## src/hdl/pin_mux_pkg.sv

```systemverilog
// Constants shared by the pin multiplex and wake-up logic
//------------------------------------------------------------
// Overview of operation
// Infrared transmit pins reset as driven-low outputs.
// Switched-plane alternates tristate while main power is bad.
// Fixed-edge wake pins fire on both edges, masked.
// Programmable wake pins fire on selected edge, masked.
// General io three interrupts only, mask bit three.
// Embedded sci output driven by hardware or software.
// Out zero, io seven push-pull or open-drain selectable.
// Clock select low crystal, high single-ended input.
// Scan out thirteen as io eighteen never wakes.
// Keyboard reset needs floppy-select bit inactive.
// Mux bits clear route default, set route alternate.
// Default output pins drive their output register.
//------------------------------------------------------------
package pin_mux_pkg;
    // Widths of the wake-up groups
    localparam int FIXED_WAKE_W = 4;
    localparam int PROG_WAKE_W  = 4;
    // Bit of the second interrupt mask that gates io three
    localparam int IO3_MASK_BIT = 3;
    // Output register bits per default-function pin
    localparam int OUT_IR    = 0;
    localparam int OUT_MULTI = 1;
    localparam int OUT_ZERO  = 2;
    localparam int OUT_IO7   = 3;
    // Register addresses (8-bit word each)
    localparam logic [3:0] ADDR_MUX       = 4'h0;
    localparam logic [3:0] ADDR_OUT       = 4'h1;
    localparam logic [3:0] ADDR_WAKE_MASK = 4'h2;
    localparam logic [3:0] ADDR_EDGE_SEL  = 4'h3;
    localparam logic [3:0] ADDR_INT_MASK  = 4'h4;
    localparam logic [3:0] ADDR_STATUS    = 4'h5;
    localparam logic [3:0] ADDR_CLEAR     = 4'h6;
    localparam logic [3:0] ADDR_IRQ_EN    = 4'h7;
    localparam logic [3:0] ADDR_SCI       = 4'h8;
    localparam logic [3:0] ADDR_PIN_IN    = 4'h9;
    // Multiplex register fields
    localparam int MUX_INFRARED_TRANSMIT      = 0;
    localparam int MUX_FLOPPY    = 1;
    localparam int MUX_KEYBOARD_RESET_OUT     = 2;
    localparam int MUX_IO18      = 3;
    localparam int MUX_OD_GENERAL_OUT_ZERO   = 4;
    localparam int MUX_OD_IO7    = 5;
    localparam int MUX_ALT_VCC2  = 6;
    // Status register fields
    localparam int ST_FIXED = 0;
    localparam int ST_PROG  = 1;
    localparam int ST_IO3   = 2;
    localparam int ST_IO18  = 3;
    // Reset values
    localparam logic [7:0] RST_ZERO = 8'h00;
endpackage

```

## src/hdl/edge_detect.sv

```systemverilog
// Per-bit edge detector with rise, fall or both selection
module edge_detect #(
    parameter int W = 4
) (
    input  wire logic         i_ref_clk,
    input  wire logic         i_reset,
    input  wire logic [W-1:0] i_level,
    input  wire logic [W-1:0] i_rise_en,
    input  wire logic [W-1:0] i_fall_en,
    output logic      [W-1:0] o_event
);
    // Previous sample of each input
    logic [W-1:0] prev_q;

    //------------------------------------------------------------
    // Sampling
    //------------------------------------------------------------
    always_ff @(posedge i_ref_clk) begin
        if (i_reset) begin
            prev_q <= i_level; // Track the pin so release shows no false edge
        end else begin
            prev_q <= i_level;
        end
    end

    // One edge term per bit
    for (genvar g = 0; g < W; g++) begin : g_bit
        assign o_event[g] = (i_rise_en[g] & i_level[g] & ~prev_q[g]) |
                            (i_fall_en[g] & ~i_level[g] & prev_q[g]);
    end
endmodule

```

## src/hdl/event_status.sv

```systemverilog
// Sticky status bits with write-one clear and enable gating
module event_status #(
    parameter int W = 4
) (
    input  wire logic         i_ref_clk,
    input  wire logic         i_reset,
    input  wire logic [W-1:0] i_set,
    input  wire logic [W-1:0] i_clear,
    input  wire logic [W-1:0] i_enable,
    output logic      [W-1:0] o_status,
    output logic              o_irq
);
    // Sticky bits
    logic [W-1:0] status_q;

    //------------------------------------------------------------
    // Set beats clear in the same cycle
    //------------------------------------------------------------
    always_ff @(posedge i_ref_clk) begin
        if (i_reset) begin
            status_q <= '0;
        end else begin
            status_q <= (status_q & ~i_clear) | i_set;
        end
    end

    assign o_status = status_q;
    assign o_irq    = |(status_q & i_enable);
endmodule

```

## src/hdl/pin_function_mux_wakeup.sv

```systemverilog
// Pin multiplex, power-good tristate and wake-up event logic
module pin_function_mux_wakeup #(
    parameter int FW = pin_mux_pkg::FIXED_WAKE_W,
    parameter int PW = pin_mux_pkg::PROG_WAKE_W
) (
    input  wire logic          i_ref_clk,
    input  wire logic          i_reset,
    // Register port
    input  wire logic [3:0]    i_addr,
    input  wire logic [7:0]    i_wdata,
    input  wire logic          i_wr,
    input  wire logic          i_rd,
    output logic      [7:0]    o_rdata,
    // Power and clock source
    input  wire logic          i_main_power_good,
    input  wire logic          i_rtc_clock_source_select,
    input  wire logic          i_crystal_in,
    input  wire logic          i_crystal_out_or_clock_in,
    output logic               o_rtc_clk,
    output logic               o_crystal_out,
    output logic               o_crystal_out_oe,
    // Infrared transmit pin
    input  wire logic          i_infrared_transmit_alt,
    output logic               o_infrared_transmit,
    output logic               o_infrared_transmit_oe,
    // Pin with floppy-select and keyboard reset alternates
    input  wire logic          i_floppy_select_alt,
    input  wire logic          i_keyboard_reset_out,
    output logic               o_multi_pin,
    output logic               o_multi_pin_oe,
    // Push-pull or open-drain outputs
    input  wire logic          i_general_io_seven,
    output logic               o_general_out_zero,
    output logic               o_general_out_zero_oe,
    output logic               o_general_io_seven,
    output logic               o_general_io_seven_oe,
    // Wake-up inputs
    input  wire logic [FW-1:0] i_fixed_wake,
    input  wire logic [PW-1:0] i_prog_wake,
    input  wire logic          i_general_io_three,
    input  wire logic          i_scan_out_thirteen,
    output logic      [FW-1:0] o_scan_io_in,
    // Hardware event source for the sci output
    input  wire logic          i_sci_hw_event,
    output logic               o_embedded_sci_out_n,
    output logic               o_wake,
    output logic               o_irq
);
    // Wake groups must fit the 8-bit mask and edge select registers
    if (FW < 1 || FW > 8 || PW < 1 || PW > 8) begin : g_bad_width
        $error("wake group width must be 1 to 8");
    end

    //------------------------------------------------------------
    // Registers
    //------------------------------------------------------------
    logic [7:0]    mux_q;        // Multiplex control bits
    logic [7:0]    out_q;        // General output register
    logic [7:0]    wake_mask_q;  // Wake-up mask, fixed low, prog high
    logic [7:0]    edge_sel_q;   // 1 rise, 0 fall per prog pin
    logic [7:0]    int_mask_q;   // Second interrupt mask
    logic [3:0]    irq_en_q;     // Interrupt enables
    logic          sci_sw_q;     // Software sci assert
    logic [7:0]    rdata_q;      // Read data
    logic [3:0]    clear_pulse;  // Write-one clear
    logic [3:0]    status;       // Sticky status
    logic [FW-1:0] fixed_ev;     // Fixed group edges
    logic [PW-1:0] prog_ev;      // Prog group edges
    logic [1:0]    misc_ev;      // io three and io eighteen edges
    logic [3:0]    set_vec;      // Status set terms
    logic [FW-1:0] fixed_wake_en;
    logic [PW-1:0] prog_rise, prog_fall, prog_mask;
    logic          io3_int, io18_is_sel;

    // Register writes
    always_ff @(posedge i_ref_clk) begin
        if (i_reset) begin
            mux_q       <= pin_mux_pkg::RST_ZERO;
            out_q       <= pin_mux_pkg::RST_ZERO;
            wake_mask_q <= pin_mux_pkg::RST_ZERO;
            edge_sel_q  <= pin_mux_pkg::RST_ZERO;
            int_mask_q  <= pin_mux_pkg::RST_ZERO;
            irq_en_q    <= 4'h0;
            sci_sw_q    <= 1'b0;
        end else if (i_wr) begin
            case (i_addr)
                pin_mux_pkg::ADDR_MUX:       mux_q       <= i_wdata;
                pin_mux_pkg::ADDR_OUT:       out_q       <= i_wdata;
                pin_mux_pkg::ADDR_WAKE_MASK: wake_mask_q <= i_wdata;
                pin_mux_pkg::ADDR_EDGE_SEL:  edge_sel_q  <= i_wdata;
                pin_mux_pkg::ADDR_INT_MASK:  int_mask_q  <= i_wdata;
                pin_mux_pkg::ADDR_IRQ_EN:    irq_en_q    <= i_wdata[3:0];
                pin_mux_pkg::ADDR_SCI:       sci_sw_q    <= i_wdata[0];
                default: ;
            endcase
        end
    end

    // Clear strobe only on a write to the clear address
    assign clear_pulse = (i_wr && i_addr == pin_mux_pkg::ADDR_CLEAR) ? i_wdata[3:0] : 4'h0;

    // Read data, one cycle after the strobe; unmapped reads zero
    always_ff @(posedge i_ref_clk) begin
        if (i_reset) begin
            rdata_q <= pin_mux_pkg::RST_ZERO;
        end else if (i_rd) begin
            case (i_addr)
                pin_mux_pkg::ADDR_MUX:       rdata_q <= mux_q;
                pin_mux_pkg::ADDR_OUT:       rdata_q <= out_q;
                pin_mux_pkg::ADDR_WAKE_MASK: rdata_q <= wake_mask_q;
                pin_mux_pkg::ADDR_EDGE_SEL:  rdata_q <= edge_sel_q;
                pin_mux_pkg::ADDR_INT_MASK:  rdata_q <= int_mask_q;
                pin_mux_pkg::ADDR_STATUS:    rdata_q <= {4'h0, status};
                pin_mux_pkg::ADDR_IRQ_EN:    rdata_q <= {4'h0, irq_en_q};
                pin_mux_pkg::ADDR_SCI:       rdata_q <= {7'h00, sci_sw_q};
                pin_mux_pkg::ADDR_PIN_IN:    rdata_q <= {4'h0, i_main_power_good,
                                                 i_rtc_clock_source_select,
                                                 i_general_io_three, i_general_io_seven};
                default:                     rdata_q <= pin_mux_pkg::RST_ZERO;
            endcase
        end else begin
            rdata_q <= pin_mux_pkg::RST_ZERO;
        end
    end
    assign o_rdata = rdata_q;

    //------------------------------------------------------------
    // Pin outputs
    //------------------------------------------------------------
    // Infrared transmit: default drives output register bit, alternate on switched plane
    always_comb begin
        if (mux_q[pin_mux_pkg::MUX_INFRARED_TRANSMIT]) begin
            o_infrared_transmit    = i_infrared_transmit_alt;
            o_infrared_transmit_oe = i_main_power_good;
        end else begin
            o_infrared_transmit    = out_q[pin_mux_pkg::OUT_IR];
            o_infrared_transmit_oe = 1'b1;
        end
    end

    // Floppy select takes priority; keyboard reset only when it is off
    always_comb begin
        if (mux_q[pin_mux_pkg::MUX_FLOPPY]) begin
            o_multi_pin    = i_floppy_select_alt;
            o_multi_pin_oe = i_main_power_good;
        end else if (mux_q[pin_mux_pkg::MUX_KEYBOARD_RESET_OUT]) begin
            o_multi_pin    = i_keyboard_reset_out;
            o_multi_pin_oe = i_main_power_good;
        end else begin
            o_multi_pin    = out_q[pin_mux_pkg::OUT_MULTI];
            o_multi_pin_oe = 1'b1;
        end
    end

    // Out zero: push-pull, or open-drain driving only low
    assign o_general_out_zero    = out_q[pin_mux_pkg::OUT_ZERO];
    assign o_general_out_zero_oe = ~mux_q[pin_mux_pkg::MUX_OD_GENERAL_OUT_ZERO]
                                 | ~out_q[pin_mux_pkg::OUT_ZERO];
    assign o_general_io_seven    = out_q[pin_mux_pkg::OUT_IO7];
    assign o_general_io_seven_oe = ~mux_q[pin_mux_pkg::MUX_OD_IO7]
                                 | ~out_q[pin_mux_pkg::OUT_IO7];

    // Real-time clock source
    assign o_rtc_clk        = i_rtc_clock_source_select ? i_crystal_out_or_clock_in
                                                        : i_crystal_in;
    assign o_crystal_out    = ~i_crystal_in;
    assign o_crystal_out_oe = ~i_rtc_clock_source_select;

    // Scan out thirteen input seen as io eighteen when selected
    assign io18_is_sel  = mux_q[pin_mux_pkg::MUX_IO18];
    assign o_scan_io_in = i_fixed_wake;

    //------------------------------------------------------------
    // Wake-up events
    //------------------------------------------------------------
    assign fixed_wake_en = wake_mask_q[FW-1:0];
    assign prog_mask     = wake_mask_q[7 -: PW];
    assign prog_rise     = prog_mask & edge_sel_q[PW-1:0];
    assign prog_fall     = prog_mask & ~edge_sel_q[PW-1:0];

    edge_detect #(.W(FW)) u_fixed (
        .i_ref_clk (i_ref_clk),
        .i_reset   (i_reset),
        .i_level   (i_fixed_wake),
        .i_rise_en (fixed_wake_en),
        .i_fall_en (fixed_wake_en),
        .o_event   (fixed_ev)
    );

    edge_detect #(.W(PW)) u_prog (
        .i_ref_clk (i_ref_clk),
        .i_reset   (i_reset),
        .i_level   (i_prog_wake),
        .i_rise_en (prog_rise),
        .i_fall_en (prog_fall),
        .o_event   (prog_ev)
    );

    // io three gated by its interrupt mask; io eighteen seen but never wakes
    edge_detect #(.W(2)) u_misc (
        .i_ref_clk (i_ref_clk),
        .i_reset   (i_reset),
        .i_level   ({i_scan_out_thirteen, i_general_io_three}),
        .i_rise_en ({io18_is_sel, int_mask_q[pin_mux_pkg::IO3_MASK_BIT]}),
        .i_fall_en ({io18_is_sel, int_mask_q[pin_mux_pkg::IO3_MASK_BIT]}),
        .o_event   (misc_ev)
    );
    assign io3_int = misc_ev[0];

    always_comb begin
        set_vec                       = 4'h0;
        set_vec[pin_mux_pkg::ST_FIXED] = |fixed_ev;
        set_vec[pin_mux_pkg::ST_PROG]  = |prog_ev;
        set_vec[pin_mux_pkg::ST_IO3]   = io3_int;
        set_vec[pin_mux_pkg::ST_IO18]  = misc_ev[1];
    end

    event_status #(.W(4)) u_status (
        .i_ref_clk (i_ref_clk),
        .i_reset   (i_reset),
        .i_set     (set_vec),
        .i_clear   (clear_pulse),
        .i_enable  (irq_en_q),
        .o_status  (status),
        .o_irq     (o_irq)
    );

    // Only fixed and prog groups wake; io three and io eighteen excluded
    assign o_wake = status[pin_mux_pkg::ST_FIXED] | status[pin_mux_pkg::ST_PROG];

    // Sci driven by hardware event or software, active low
    assign o_embedded_sci_out_n = ~(i_sci_hw_event | sci_sw_q);
endmodule

```

## config.mk

```make
export PLATFORM = sky130hd
export DESIGN_NAME = pin_function_mux_wakeup
export DESIGN_NICKNAME = d
export VERILOG_FILES = /design/src/hdl/pin_mux_pkg.sv /design/src/hdl/edge_detect.sv /design/src/hdl/event_status.sv /design/src/hdl/pin_function_mux_wakeup.sv
export SDC_FILE = /design/constraint.sdc
export NUM_CORES = 1
export LEC_CHECK = 0
export ABC_AREA = 0
export BUFFER_PORTS_ARGS = -buffer_cell sky130_fd_sc_hd__buf_2
export CAP_MARGIN = 20
export CELL_PAD_IN_SITES_DETAIL_PLACEMENT = 0
export CELL_PAD_IN_SITES_GLOBAL_PLACEMENT = 1
export CORE_MARGIN = 3
export CORE_UTILIZATION = 44
export DETAILED_ROUTE_END_ITERATION = 12
export PLACE_DENSITY_LB_ADDON = 0.1
export SLEW_MARGIN = 0
export SYNTH_ARGS = -nofsm -noshare
export SYNTH_HDL_FRONTEND = slang
export SYNTH_SLANG_ARGS = --single-unit
```

## constraint.sdc

```tcl
create_clock -name i_ref_clk -period 4.41 [get_ports i_ref_clk]
set_clock_uncertainty 0.2 [all_clocks]
set_input_delay 0.2205 -clock i_ref_clk [delete_from_list [all_inputs] [get_ports i_ref_clk]]
set_output_delay 0.2205 -clock i_ref_clk [all_outputs]
set_load 0.1 [all_outputs]
```

==> flow_metrics.env <==
export IMPL_switching_share=0.276
export IMPL_ff2ff_setup_slack_ns=2.91
export IMPL_setup_violations_final=0
export IMPL_report_final_slew_viol_count=0
export IMPL_initial_utilization=0.469
export IMPL_max_freq_ghz=0.482
export IMPL_tritoncts="done"
export IMPL_required_ns=4.38
export IMPL_worst_pin_slew_ns=0.966
export IMPL_power_internal_uw=920
export IMPL_die_height_um=89.7
export IMPL_ys_flop_type="dfxtp_1"
export IMPL_status="completed"
export IMPL_period_share=0.470
export IMPL_hold_buffers=14
export IMPL_yosys_warnings=0
export IMPL_syn_num_nets=388
export IMPL_ctsRootBufferMaster="clkbuf_8"
export IMPL_gp_congestion=0.791
export IMPL_grt_pass1_wl_um=13400
export IMPL_synth_ff_latch_count=67
export IMPL_drcViolationCount=0
export IMPL_p_comb_frac=0.126
export IMPL_period_minus_slack_ns=2.07
export IMPL_setup_tns_ns=0
export IMPL_track_usage=0.225
export IMPL_drv_cap=0
export IMPL_hpwl_um=5730
export IMPL_overflow=0
export IMPL_endpoint_kind="flip-flop"
export IMPL_setup_worst_path_start="i_addr[1]"
export IMPL_hold_start="i_wdata[0]"
export IMPL_timing_max_slew_rel_slack=0.356
export IMPL_path_cells="buf_2 -> nor2b_1 -> nand3_1 -> o21ai_0 -> a41oi_1"
export IMPL_drtAntennaViolNets=0
export IMPL_avgSynthCellArea_um2=8.73
export IMPL_num_vias=2762
export IMPL_synth_area_um2=3080
export IMPL_power_density_nw_per_um2=344
export IMPL_dieArea_um2=8040
export IMPL_numCtsBuffers=9
export IMPL_dr_pass1_iters=4
export IMPL_portBuffers=60
export IMPL_wl_um=8410
export IMPL_area_growth_pct=19.8
export IMPL_critPathMaxStageDelay_ns=0.66
export IMPL_clk_latency_ns=0.33
export IMPL_wl_per_cell_um=16.5
export IMPL_synth_distinct_cells=48
export IMPL_slowest_stage="nor2b_1"
export IMPL_fin_ws_ns=2.34
export IMPL_vdd_ir_drop_max_uv=198
export IMPL_p_seq_frac=0.491
export IMPL_crit_type="input port to flip-flop"
export IMPL_clk_pin_slew_ns=0.07
export IMPL_diodes=0
export IMPL_synth_cells=353
export IMPL_power_switching_uw=350
export IMPL_p_leak_nw=1.46
export IMPL_core_area_um2=6570
export IMPL_dieWidth_um=89.7
export IMPL_place_ws_ns=2.03
export IMPL_final_nets=448
export IMPL_finalHoldViolCount=0
export IMPL_p_clk_frac=0.383
export IMPL_htreeDepth=3
export IMPL_row_count=29
export IMPL_layout_drive_gt1_share=0.221
export IMPL_synthArstFlopShare=0
export IMPL_grt_antenna_before_repair=0
export IMPL_clockBufferDepth=2
export IMPL_cp_start_kind="input port"
export IMPL_rsz0062_at_grt="false"
export IMPL_vias_per_cell=5.42
export IMPL_hold_path_class="input port to flip-flop"
export IMPL_drt_iter0_drc=178
export IMPL_io_pins=61
export IMPL_postCtsSetupBuffers=0
export IMPL_synth_seq_area_share=0.435
export IMPL_cts_resized=0
export IMPL_clock_sinks=67
export IMPL_worstPathMaxFanout=30
export IMPL_grt_max_degree=52
export IMPL_first_global_vias=2586
export IMPL_reg2reg_from="wake_mask_q[0]"
export IMPL_cp_arrival_ns=2.04
export IMPL_synth_edf_count=0
final cells by class:
type	count	area, um2
Clock buffer	10	128
Clock inverter	5	55.1
Fill cell	627	2880
Inverter	9	33.8
Multi-Input combinational cell	251	1570
Sequential cell	67	1340
Tap cell	93	116
Timing Repair Buffer	75	448
registers in the layout, indices dropped and copies added (netlist names):
register,flops
wake_mask_q,8
u_status.o_status,4
o_rdata,8
u_prog.prev_q,4
mux_q,8
int_mask_q,8
sci_sw_q,1
u_fixed.prev_q,4
irq_en_q,4
u_misc.prev_q,2
out_q,8
edge_sel_q,8
metrics by stage:
step / area [um2] / instances / power (mW) / hold slack, ns / util
final: 3690 / 510 / 1.27 / 0.0288 / 0.562
after detailed placement: 3370 / 481 / 0.788 / 0.148 / 0.513
after global placement: 3370 / 481 / 0.787 / 0.144 / 0.513
after floorplan: 3080 / 353 / 0.746 / 0.0482 / -
after CTS: 3690 / 510 / 1.28 / 0.00431 / 0.562
after global routing: 3690 / 510 / 1.32 / 0.0264 / 0.562
cells by family after synthesis:
family	share of synthesized area
xor+xnor	0.0171
compound gates	0.158
simple gates	0.223
flops	0.435
buf+inv	0.0552
mux	0.112
synth_stat cells, drive strengths merged, types with 3 or more instances:
master,n,share of area
a21oi,36,0.058
dfxtp,67,0.44
buf,14,0.030
or2,3,0.0061
a22oi,11,0.027
inv,9,0.011
nor2b,7,0.014
mux2i,22,0.071
nand3b,5,0.016
mux4,3,0.022
xor2,6,0.017
o21ai,19,0.031
nand3,31,0.052
nand2,43,0.052
nor3b,5,0.016
clkbuf,12,0.015
nor2,27,0.034
nand2b,5,0.010
mux2,5,0.018
cells in the final DEF, fill, tap and decap left out, types with 2 or more instances in the layout:
| cell type | n |
|---|---|
| a21oi_1 | 36 |
| a22oi_1 | 11 |
| a31oi_1 | 2 |
| and3b_1 | 2 |
| buf_2 | 60 |
| clkbuf_8 | 9 |
| clkinv_2 | 2 |
| clkinvlp_4 | 2 |
| dfxtp_1 | 67 |
| dlygate4sd3_1 | 14 |
| inv_1 | 9 |
| mux2_2 | 5 |
| mux2i_1 | 22 |
| mux4_2 | 3 |
| nand2_1 | 43 |
| nand2b_1 | 5 |
| nand3_1 | 30 |
| nand3b_1 | 4 |
| nor2_1 | 26 |
| nor2b_1 | 7 |
| nor3b_1 | 4 |
| o21ai_0 | 19 |
| or2_2 | 2 |
| xor2_1 | 6 |
critical path, delay by kind of cell:
family          cells  cell delay (ns)
buf+inv             1             0.46
compound gates      2             0.38
simple gates        2             0.96
worst paths after layout:
check,end,depth (start not counted)
hold / removal,irq_en_q[0],3
setup / recovery,u_status.o_status[1],5
setup reg to reg,o_rdata[0],4
hold reg to reg,out_q[4],2
per-layer routing:
metal,global-route usage,up-vias,share of wire
li1,-,1362,-
met1,0.306,1300,0.46
met2,0.352,92,0.46
met3,0.0374,8,0.065
met4,0.0947,0,0.011
met5,0,-,0
power groups by stage:
stage	sequential [mW]	combinational, mW	clock [mW]
after CTS	0.623	0.161	0.497
after detailed placement	0.637	0.151	0
after global placement	0.637	0.150	0
final	0.623	0.160	0.486
after global routing	0.624	0.172	0.524
after floorplan	0.640	0.107	0
No activity file was read; power rests on OpenSTA's default activity.
